File: src/c2h_byp_consts.vh
`ifndef C2H_BYP_CONSTS_VH
`define C2H_BYP_CONSTS_VH

// ------------------------------------------------------------
// Register offsets (byte addresses, one word each)
// ------------------------------------------------------------
`define REG_CTRL 8'h00
`define REG_ARM 8'h04
`define REG_INT_STATUS 8'h08
`define REG_INT_CLEAR 8'h0c
`define REG_INT_ENABLE 8'h10
`define REG_ERR_QUEUE 8'h14
`define REG_DESC_COUNT 8'h18

// ------------------------------------------------------------
// Field positions
// ------------------------------------------------------------
`define CTRL_ENABLE_BIT 0
`define CTRL_RING_IRQ_EN_BIT 1
`define ARM_BIT 0

// Event bits of the status, clear and enable registers
`define EV_DESC_DONE 0
`define EV_NOP 1
`define EV_QUEUE_ERR 2
`define EV_MARKER 3
`define EV_HOST_IRQ 4
`define EV_IRQ_SUPPRESSED 5
`define EV_COUNT 6

// ------------------------------------------------------------
// Reset values
// ------------------------------------------------------------
`define CTRL_RESET 2'h0
`define INT_ENABLE_RESET 6'h00

// ------------------------------------------------------------
// Descriptor field widths
// ------------------------------------------------------------
`define LEN_W 28
`define QID_W 11
`define FUNC_W 8
`define CIDX_W 16
`define PORT_W 3
`define ADDR_W 64

`endif

File: src/c2h_mm_byp_in.v
// Operation
// RULE1: A skip-transfer descriptor issues no read request and so reads no card data.
// RULE2: A skip-transfer descriptor without marker or status request is dropped as a no-op.
// RULE3: With skip-transfer set the addresses are ignored and the user drives length zero.
// RULE4: A status request writes a status descriptor and raises a host interrupt after the last byte.
// RULE5: The host interrupt is raised only when ring interrupts are enabled and armed.
// RULE6: The user should request status about once per 32 or 64 descriptors and on the last one.
// RULE7: The user may pair skip-transfer with a status request to flush status when out of work.
// RULE8: A marker request returns a completion status to the user after the transfer ends.
// RULE9: A descriptor flagged with a queue error is not processed and the queue context records it.
// RULE10: The user echoes the 16-bit ring consumer index unchanged from the bypass output.
// RULE11: The user gives an 11-bit queue, an 8-bit function and a 3-bit port number.
// RULE12: The user pulses valid once per descriptor and the block drives ready when it can take one.
// RULE13: The user gives a 64-bit read address and a 64-bit write address per descriptor.
// RULE14: A descriptor moves only when valid and ready are both high, with fields stable then.
`timescale 1ns/1ps
`include "c2h_byp_consts.vh"

module c2h_mm_byp_in #(
	parameter AW = 8
) (
	input wire SYS_CLK,
	input wire ARST_N,
	// APB slave
	input wire [AW-1:0] PADDR,
	input wire PSEL,
	input wire PENABLE,
	input wire PWRITE,
	input wire [31:0] PWDATA,
	output wire [31:0] PRDATA,
	output wire PREADY,
	output wire PSLVERR,
	// Descriptor bypass input from user logic
	input wire DESCRIPTOR_VALID,
	output wire DESCRIPTOR_READY,
	input wire SKIP_TRANSFER_FLAG,
	input wire STATUS_IRQ_REQUEST,
	input wire MARKER_REQUEST,
	input wire QUEUE_ERROR_FLAG,
	input wire [`LEN_W-1:0] TRANSFER_LENGTH,
	input wire [`QID_W-1:0] QUEUE_NUMBER,
	input wire [`FUNC_W-1:0] FUNCTION_NUMBER,
	input wire [`CIDX_W-1:0] RING_CONSUMER_INDEX,
	input wire [`PORT_W-1:0] PORT_NUMBER,
	input wire [`ADDR_W-1:0] SOURCE_READ_ADDRESS,
	input wire [`ADDR_W-1:0] DEST_WRITE_ADDRESS,
	// Read request toward the PCIe request generator
	output wire RD_REQ_VALID,
	input wire RD_REQ_READY,
	output wire [`ADDR_W-1:0] RD_REQ_ADDR,
	output wire [`ADDR_W-1:0] RD_REQ_DEST_ADDR,
	output wire [`LEN_W-1:0] RD_REQ_LEN,
	output wire [`QID_W-1:0] RD_REQ_QUEUE,
	output wire [`FUNC_W-1:0] RD_REQ_FUNC,
	output wire [`PORT_W-1:0] RD_REQ_PORT,
	input wire RD_LAST_BYTE,
	// Status descriptor write toward the host
	output wire STS_WR_VALID,
	input wire STS_WR_READY,
	output wire [`QID_W-1:0] STS_WR_QUEUE,
	output wire [`FUNC_W-1:0] STS_WR_FUNC,
	output wire [`CIDX_W-1:0] STS_WR_CIDX,
	// Host interrupt request
	output wire HOST_IRQ_VALID,
	output wire [`QID_W-1:0] HOST_IRQ_QUEUE,
	output wire [`FUNC_W-1:0] HOST_IRQ_FUNC,
	// Marker completion toward user logic
	output wire MARKER_CPL_VALID,
	input wire MARKER_CPL_READY,
	output wire [`QID_W-1:0] MARKER_CPL_QUEUE,
	output wire [`CIDX_W-1:0] MARKER_CPL_CIDX,
	output wire [`PORT_W-1:0] MARKER_CPL_PORT,
	// Queue context error update
	output wire CTX_ERR_VALID,
	output wire [`QID_W-1:0] CTX_ERR_QUEUE,
	// Level interrupt from the event register
	output wire IRQ
);

	// ------------------------------------------------------------
	// Reset release
	// ------------------------------------------------------------
	reg rst_meta_r;
	reg rst_n_r;

	// Two flops release the asynchronous reset
	always @(posedge SYS_CLK or negedge ARST_N) begin
		if (!ARST_N) begin
			rst_meta_r <= 1'b0;
			rst_n_r <= 1'b0;
		end else begin
			rst_meta_r <= 1'b1;
			rst_n_r <= rst_meta_r;
		end
	end

	// ------------------------------------------------------------
	// States
	// ------------------------------------------------------------
	localparam [5:0] S_IDLE = 6'h01;
	localparam [5:0] S_RDREQ = 6'h02;
	localparam [5:0] S_RDWAIT = 6'h04;
	localparam [5:0] S_STS = 6'h08;
	localparam [5:0] S_IRQ = 6'h10;
	localparam [5:0] S_MRK = 6'h20;

	reg [5:0] state_r;
	reg [5:0] state_nxt;

	// Registers and captured descriptor
	reg [1:0] ctrl_r;
	reg armed_r;
	reg [`EV_COUNT-1:0] int_en_r;
	reg [`QID_W-1:0] err_queue_r;
	reg [31:0] desc_count_r;
	reg [31:0] prdata_r;
	reg pslverr_r;
	reg sdi_r;
	reg mrk_r;
	reg [`LEN_W-1:0] len_r;
	reg [`QID_W-1:0] qid_r;
	reg [`FUNC_W-1:0] func_r;
	reg [`CIDX_W-1:0] cidx_r;
	reg [`PORT_W-1:0] port_r;
	reg [`ADDR_W-1:0] raddr_r;
	reg [`ADDR_W-1:0] waddr_r;
	reg ctx_err_r;
	reg [`QID_W-1:0] ctx_err_q_r;

	wire accept;
	wire is_error;
	wire is_nop;
	wire needs_read;
	wire irq_allowed;
	wire apb_setup;
	wire apb_access;
	wire wr_en;
	wire [`EV_COUNT-1:0] ev_set;
	wire [`EV_COUNT-1:0] ev_clr;
	wire [`EV_COUNT-1:0] ev_sticky;
	reg [31:0] rd_mux;
	reg rd_hit;

	// ------------------------------------------------------------
	// Descriptor handshake
	// ------------------------------------------------------------
	// RULE12: ready only when idle and enabled
	assign DESCRIPTOR_READY = state_r[0] & ctrl_r[`CTRL_ENABLE_BIT];
	// RULE14: transfer only on valid and ready
	assign accept = DESCRIPTOR_VALID & DESCRIPTOR_READY;

	desc_classify u_classify (
		.skip_transfer_flag(SKIP_TRANSFER_FLAG),
		.status_irq_request(STATUS_IRQ_REQUEST),
		.marker_request(MARKER_REQUEST),
		.queue_error_flag(QUEUE_ERROR_FLAG),
		.is_error(is_error),
		.is_nop(is_nop),
		.needs_read(needs_read)
	);

	// RULE5: interrupt needs ring enable and arm
	assign irq_allowed = ctrl_r[`CTRL_RING_IRQ_EN_BIT] & armed_r;

	// ------------------------------------------------------------
	// Next state
	// ------------------------------------------------------------
	always @* begin
		state_nxt = state_r;
		case (state_r)
			S_IDLE: begin
				if (accept) begin
					if (is_error || is_nop) begin
						state_nxt = S_IDLE;
					end else if (needs_read) begin
						state_nxt = S_RDREQ;
					end else if (STATUS_IRQ_REQUEST) begin
						// RULE1: skip goes straight to status
						state_nxt = S_STS;
					end else begin
						state_nxt = S_MRK;
					end
				end
			end
			S_RDREQ: begin
				if (RD_REQ_READY) begin
					state_nxt = S_RDWAIT;
				end
			end
			S_RDWAIT: begin
				// RULE4: act once the last byte is fetched
				if (RD_LAST_BYTE) begin
					if (sdi_r) begin
						state_nxt = S_STS;
					end else if (mrk_r) begin
						state_nxt = S_MRK;
					end else begin
						state_nxt = S_IDLE;
					end
				end
			end
			S_STS: begin
				if (STS_WR_READY) begin
					state_nxt = S_IRQ;
				end
			end
			S_IRQ: begin
				state_nxt = mrk_r ? S_MRK : S_IDLE;
			end
			S_MRK: begin
				if (MARKER_CPL_READY) begin
					state_nxt = S_IDLE;
				end
			end
			default: begin
				state_nxt = S_IDLE;
			end
		endcase
	end

	// State register
	always @(posedge SYS_CLK or negedge rst_n_r) begin
		if (!rst_n_r) begin
			state_r <= S_IDLE;
		end else begin
			state_r <= state_nxt;
		end
	end

	// ------------------------------------------------------------
	// Descriptor capture
	// ------------------------------------------------------------
	// Fields are taken once, on the accepting edge
	always @(posedge SYS_CLK or negedge rst_n_r) begin
		if (!rst_n_r) begin
			sdi_r <= 1'b0;
			mrk_r <= 1'b0;
			len_r <= {`LEN_W{1'b0}};
			qid_r <= {`QID_W{1'b0}};
			func_r <= {`FUNC_W{1'b0}};
			cidx_r <= {`CIDX_W{1'b0}};
			port_r <= {`PORT_W{1'b0}};
			raddr_r <= {`ADDR_W{1'b0}};
			waddr_r <= {`ADDR_W{1'b0}};
		end else if (accept) begin
			sdi_r <= STATUS_IRQ_REQUEST;
			mrk_r <= MARKER_REQUEST;
			qid_r <= QUEUE_NUMBER;
			func_r <= FUNCTION_NUMBER;
			cidx_r <= RING_CONSUMER_INDEX;
			port_r <= PORT_NUMBER;
			// RULE3: skip ignores address and length
			len_r <= SKIP_TRANSFER_FLAG ? {`LEN_W{1'b0}} : TRANSFER_LENGTH;
			raddr_r <= SKIP_TRANSFER_FLAG ? {`ADDR_W{1'b0}} : SOURCE_READ_ADDRESS;
			waddr_r <= SKIP_TRANSFER_FLAG ? {`ADDR_W{1'b0}} : DEST_WRITE_ADDRESS;
		end
	end

	// ------------------------------------------------------------
	// Queue error context update
	// ------------------------------------------------------------
	// RULE9: error descriptor updates the context only
	always @(posedge SYS_CLK or negedge rst_n_r) begin
		if (!rst_n_r) begin
			ctx_err_r <= 1'b0;
			ctx_err_q_r <= {`QID_W{1'b0}};
			err_queue_r <= {`QID_W{1'b0}};
		end else begin
			ctx_err_r <= accept & is_error;
			if (accept && is_error) begin
				ctx_err_q_r <= QUEUE_NUMBER;
				err_queue_r <= QUEUE_NUMBER;
			end
		end
	end

	// ------------------------------------------------------------
	// Outbound request outputs
	// ------------------------------------------------------------
	// RULE1: read request only for a real transfer
	assign RD_REQ_VALID = state_r[1];
	assign RD_REQ_ADDR = raddr_r;
	assign RD_REQ_DEST_ADDR = waddr_r;
	assign RD_REQ_LEN = len_r;
	assign RD_REQ_QUEUE = qid_r;
	assign RD_REQ_FUNC = func_r;
	assign RD_REQ_PORT = port_r;

	// RULE4: status descriptor write
	assign STS_WR_VALID = state_r[3];
	assign STS_WR_QUEUE = qid_r;
	assign STS_WR_FUNC = func_r;
	assign STS_WR_CIDX = cidx_r;

	// RULE5: interrupt pulse only when allowed
	assign HOST_IRQ_VALID = state_r[4] & irq_allowed;
	assign HOST_IRQ_QUEUE = qid_r;
	assign HOST_IRQ_FUNC = func_r;

	// RULE8: marker completion after the transfer
	assign MARKER_CPL_VALID = state_r[5];
	assign MARKER_CPL_QUEUE = qid_r;
	assign MARKER_CPL_CIDX = cidx_r;
	assign MARKER_CPL_PORT = port_r;

	assign CTX_ERR_VALID = ctx_err_r;
	assign CTX_ERR_QUEUE = ctx_err_q_r;

	// ------------------------------------------------------------
	// APB slave
	// ------------------------------------------------------------
	assign apb_setup = PSEL & ~PENABLE;
	assign apb_access = PSEL & PENABLE;
	assign wr_en = apb_access & PWRITE;
	assign PREADY = 1'b1;
	assign PRDATA = prdata_r;
	assign PSLVERR = apb_access & pslverr_r;

	// Read decode
	always @* begin
		rd_mux = 32'h00000000;
		rd_hit = 1'b1;
		case (PADDR)
			`REG_CTRL: rd_mux = {30'h00000000, ctrl_r};
			`REG_ARM: rd_mux = {31'h00000000, armed_r};
			`REG_INT_STATUS: rd_mux = {26'h0000000, ev_sticky};
			`REG_INT_CLEAR: rd_mux = 32'h00000000;
			`REG_INT_ENABLE: rd_mux = {26'h0000000, int_en_r};
			`REG_ERR_QUEUE: rd_mux = {21'h000000, err_queue_r};
			`REG_DESC_COUNT: rd_mux = desc_count_r;
			default: rd_hit = 1'b0;
		endcase
	end

	// Read data and error are set up in the setup cycle
	always @(posedge SYS_CLK or negedge rst_n_r) begin
		if (!rst_n_r) begin
			prdata_r <= 32'h00000000;
			pslverr_r <= 1'b0;
		end else if (apb_setup) begin
			prdata_r <= PWRITE ? 32'h00000000 : rd_mux;
			pslverr_r <= ~rd_hit;
		end
	end

	// Writable registers; the arm bit drops when an interrupt fires
	always @(posedge SYS_CLK or negedge rst_n_r) begin
		if (!rst_n_r) begin
			ctrl_r <= `CTRL_RESET;
			int_en_r <= `INT_ENABLE_RESET;
			armed_r <= 1'b0;
		end else begin
			if (wr_en && PADDR == `REG_CTRL) begin
				ctrl_r <= PWDATA[1:0];
			end
			if (wr_en && PADDR == `REG_INT_ENABLE) begin
				int_en_r <= PWDATA[`EV_COUNT-1:0];
			end
			// RULE5: driver arms, interrupt disarms
			if (wr_en && PADDR == `REG_ARM && PWDATA[`ARM_BIT]) begin
				armed_r <= 1'b1;
			end else if (HOST_IRQ_VALID) begin
				armed_r <= 1'b0;
			end
		end
	end

	// Count of descriptors taken
	always @(posedge SYS_CLK or negedge rst_n_r) begin
		if (!rst_n_r) begin
			desc_count_r <= 32'h00000000;
		end else if (accept) begin
			desc_count_r <= desc_count_r + 32'h00000001;
		end
	end

	// ------------------------------------------------------------
	// Events and interrupt
	// ------------------------------------------------------------
	assign ev_set[`EV_DESC_DONE] = (state_r[0] == 1'b0) & (state_nxt == S_IDLE);
	// RULE2: no-op only counted
	assign ev_set[`EV_NOP] = accept & is_nop;
	assign ev_set[`EV_QUEUE_ERR] = accept & is_error;
	assign ev_set[`EV_MARKER] = state_r[5] & MARKER_CPL_READY;
	assign ev_set[`EV_HOST_IRQ] = HOST_IRQ_VALID;
	assign ev_set[`EV_IRQ_SUPPRESSED] = state_r[4] & ~irq_allowed;
	assign ev_clr = (wr_en && PADDR == `REG_INT_CLEAR) ? PWDATA[`EV_COUNT-1:0] : {`EV_COUNT{1'b0}};

	event_status #(
		.N(`EV_COUNT)
	) u_events (
		.clk(SYS_CLK),
		.rst_n(rst_n_r),
		.event_set(ev_set),
		.event_clr(ev_clr),
		.event_en(int_en_r),
		.event_sticky(ev_sticky),
		.irq(IRQ)
	);

endmodule // c2h_mm_byp_in

File: src/desc_classify.v
`timescale 1ns/1ps
// ------------------------------------------------------------
// Descriptor classifier: picks the first step for a new descriptor
// ------------------------------------------------------------
module desc_classify (
	input wire skip_transfer_flag,
	input wire status_irq_request,
	input wire marker_request,
	input wire queue_error_flag,
	output reg is_error,
	output reg is_nop,
	output reg needs_read
);

	// Error wins over everything, then no-op, then real read
	always @* begin
		is_error = queue_error_flag;
		is_nop = 1'b0;
		needs_read = 1'b0;
		if (!queue_error_flag) begin
			// RULE2: skip with no side effect
			is_nop = skip_transfer_flag & ~status_irq_request & ~marker_request;
			// RULE1: skip issues no read
			needs_read = ~skip_transfer_flag;
		end
	end

endmodule // desc_classify

File: src/event_status.v
`timescale 1ns/1ps
// ------------------------------------------------------------
// Sticky event bits, enable mask and level interrupt
// ------------------------------------------------------------
module event_status #(
	parameter N = 6
) (
	input wire clk,
	input wire rst_n,
	input wire [N-1:0] event_set,
	input wire [N-1:0] event_clr,
	input wire [N-1:0] event_en,
	output wire [N-1:0] event_sticky,
	output wire irq
);

	genvar i;
	generate
		for (i = 0; i < N; i = i + 1) begin : g_bit
			reg sticky_r;
			// Set wins over a clear in the same cycle
			always @(posedge clk or negedge rst_n) begin
				if (!rst_n) begin
					sticky_r <= 1'b0;
				end else if (event_set[i]) begin
					sticky_r <= 1'b1;
				end else if (event_clr[i]) begin
					sticky_r <= 1'b0;
				end
			end
			assign event_sticky[i] = sticky_r;
		end
	endgenerate

	// High while any enabled bit is set
	assign irq = |(event_sticky & event_en);

endmodule // event_status

File: config.mk
export PLATFORM = sky130hd
export DESIGN_NAME = c2h_mm_byp_in
export DESIGN_NICKNAME = d
export VERILOG_FILES = /design/src/c2h_mm_byp_in.v /design/src/desc_classify.v /design/src/event_status.v
export VERILOG_INCLUDE_DIRS = /design/src /design/src/src
export SDC_FILE = /design/constraint.sdc
export NUM_CORES = 1
export LEC_CHECK = 0
export BUFFER_PORTS_ARGS = -buffer_cell sky130_fd_sc_hd__buf_2
export CORE_AREA = 2 2 221 223
export DETAILED_ROUTE_END_ITERATION = 7
export DIE_AREA = 0 0 223 225
export PLACE_DENSITY = 0.51
export SLEW_MARGIN = 20
export SYNTH_ARGS = -nofsm -noshare
export SYNTH_HDL_FRONTEND = slang
export SYNTH_SLANG_ARGS = --single-unit
File: constraint.sdc
create_clock -name SYS_CLK -period 15.13 [get_ports SYS_CLK]
set_clock_uncertainty 0.1 [all_clocks]
set_input_delay 4.539 -clock SYS_CLK [delete_from_list [all_inputs] [get_ports SYS_CLK]]
set_output_delay 4.539 -clock SYS_CLK [all_outputs]
set_load 0.05 [all_outputs]
==> impl_metrics.py <==
metrics = {
    "detailed_routing": {
        "antenna_left": 0,
        "wl_per_cell_um": 17.93,
        "vias_per_cell": 4.534,
        "drt-pass1-iter-count": 5,
        "drtIter0Drc": 643,
        "vias": 10831,
        "routed_wl_mm": 42.84,
        "drc_errors": 0,
    },
    "cells_and_area": {
        "drive_gt1_frac": 0.3567,
        "fin_nets": 1994,
        "area_delta_synth_final_pct": 30.45,
        "final_area_sq_um": 16390,
        "final_common_cell": "buf_2",
        "layout_common_cells": "buf_2, nand2_1, dfrtp_1",
    },
    "grt": {
        "grt_overflow": 0,
        "antenna_found_initial": 13,
        "grt_pass1_wl_mm": 64.45,
        "grtUsageTotal": 0.1658,
        "grt_start_max_net_pins": 96,
        "grt_pass1_vias": 10772,
    },
    "synthesis": {
        "ys_ff_latch": 296,
        "synthesis.area_sq_um": 12560,
        "ys_warn_count": 0,
        "async_flop_share": 1.000,
        "synth.avg_cell_area_sq_um": 9.574,
        "synth_ff_type": "dfrtp_1",
        "synth_cells": 1312,
        "ys_seq_area_frac": 0.5898,
        "synthDistinctLibCells": 50,
        "synth-edff-count": 0,
    },
    "die": {
        "die_w_um": 223,
        "die_h_um": 225,
        "die_area_sq_um": 50180,
        "initial_core_util": 0.2642,
        "rows": 80,
        "ios": 562,
        "core_sq_um": 47550,
    },
    "setup_path": {
        "cp_max_fo": 4,
        "timing_worst_setup_path_type": "input pin to primary output",
        "crit_path_start": "PSEL",
        "cp-end-kind": "primary output",
        "cp.arrival_ps": 5050,
        "start_kind": "input pin",
        "worstReg2RegStart": "state_r[0]",
        "cp.required_ps": 10490,
    },
    "clock_tree": {
        "path_clk_slew_ps": 60,
        "cts_root_buf": "clkbuf_16",
        "cts_tree": "done",
        "cts-resized-gates": 0,
        "cts.sinks": 296,
        "htreeDepth": 2,
        "worstSkewPairLatency_ps": 540,
        "cts_buffer_depth": 3,
        "holdBufCountCts": 0,
        "cts_made_buffers": 35,
        "post-cts-setup-buffer-count": 0,
    },
    "placed_design": {
        "dp_hpwl_mm": 30.79,
        "gp_congestion": 0.8231,
        "dpl_cell_area_sq_um": 15260,
        "portBuffers": 534,
    },
    "sta": {
        "rsz0062_at_grt": "false",
        "tns_ps": 0,
        "hold_viol": 0,
        "tightest_slew_ps": 1041,
        "layout_min_cycle_time_ps": 9687,
        "slew_headroom": 0.3063,
        "max_freq_mhz": 103.2,
        "finalSetupViolations": 0,
        "finalCritPeriodShare": 0.6402,
        "drv_slew": 0,
    },
    "flow_run": {
        "maxCapViolCount": 0,
    },
    "power": {
        "ir_worst_vdd_mv": 0.06851,
        "pwr_density_cell_nw_per_um2": 126.4,
        "total_power_w": 0.002071,
        "p_leak_nw": 9.613,
    },
    "outcome": {
        "status": "finished, final reports clean",
    },
    "hold_path": {
        "hold_start": "rst_meta_r",
        "min_path_type": "flip-flop to flip-flop",
    },
}
[cell usage after synthesis (4+ instances only)]
cell | n | area, sq um
inv_1 | 7 | 26.28
and3_1 | 9 | 56.30
a22oi_1 | 12 | 90.09
xor2_1 | 7 | 61.31
nor2b_1 | 4 | 25.02
buf_1 | 4 | 15.01
a31oi_1 | 4 | 25.02
mux2_2 | 23 | 259.0
buf_4 | 69 | 518.0
nor2_1 | 17 | 63.81
o21ai_0 | 22 | 110.1
dfrtp_1 | 295 | 7382
xnor2_1 | 25 | 219.0
nand3_1 | 174 | 870.8
a22o_1 | 28 | 245.2
nand4_1 | 9 | 56.30
nand2_1 | 473 | 1775
nor3_1 | 10 | 50.05
clkbuf_1 | 61 | 229.0
mux2i_1 | 6 | 60.06
buf_2 | 15 | 75.07
[final timing paths]
check / end / slack (ps) / depth (start not counted)
min in group asynchronous: RD_REQ_ADDR[59] / 380 / 0
worst min-delay path: rst_n_r / 260 / 0
worst min register to register: rst_n_r / 260 / 0
worst max register to register: desc_count_r[12] / 12240 / 5
max in group asynchronous: rst_n_r / 11160 / 1
worst max-delay path: PSLVERR / 5440 / 3
[sequential cells by signal, summed over array words and instances (netlist names), 2 cells and up]
register / cells
HOST_IRQ_QUEUE: 11
PRDATA: 32
state_r: 6
MARKER_CPL_PORT: 3
ctrl_r: 2
MARKER_CPL_CIDX: 16
int_en_r: 6
RD_REQ_DEST_ADDR: 64
desc_count_r: 32
CTX_ERR_QUEUE: 11
u_events.g_bit.sticky_r: 6
RD_REQ_ADDR: 64
RD_REQ_LEN: 28
HOST_IRQ_FUNC: 8
[critical path: stages]
cell and delay (ps):
buf_2 110, and3_1 150, buf_2 260
[metal layers]
| layer | part of all wire | GRT usage | wire, um |
|---|---|---|---|
| met5 | 0.00077 | 0 | 33 |
| met4 | 0.030 | 0.06950 | 1304 |
| met3 | 0.084 | 0.05776 | 3609 |
| met1 | 0.40 | 0.1981 | 17190 |
| met2 | 0.48 | 0.2722 | 20710 |
[report_power, final]
part           switching (W)  total [W]  internal [W]
Combinational       0.000292   0.000372     0.0000802
Clock               0.000343   0.000832      0.000489
Sequential         0.0000349   0.000867      0.000832
[per-stage QoR]
| step | worst slack [ps] | hold slack (ps) | instances | util |
|---|---|---|---|---|
| floorplan | 5508 | 231.2 | 1313 | - |
| global placement | 5438 | 238.2 | 2323 | 0.3209 |
| detailed placement | 5441 | 235.7 | 2323 | 0.3209 |
| CTS | 5439 | 260.7 | 2384 | 0.3444 |
| global route | 5426 | 270.1 | 2389 | 0.3446 |
| finish | 5443 | 257.8 | 2389 | 0.3446 |
[final cells by class]
type | instances | area [sq um]
Fill cell | 4951 | 31160
Multi-Input combinational cell | 861 | 4298
Sequential cell | 296 | 7412
Clock buffer | 51 | 1027
Timing Repair Buffer | 544 | 2748
Antenna cell | 5 | 12.51
Tap cell | 615 | 769.5
Inverter | 7 | 28.78
Clock inverter | 10 | 90.09
[logic make-up after synthesis]
group,count (synthesis),share of synthesized area
simple gates,717,0.2465
xor+xnor,32,0.02231
flops,296,0.5898
mux,29,0.02540
fa+ha+maj,1,0.0009960
buf+inv,156,0.06873
other cells,1,0.0002985
compound gates,80,0.04592
Note: power is estimated with default switching activity, not from simulation.
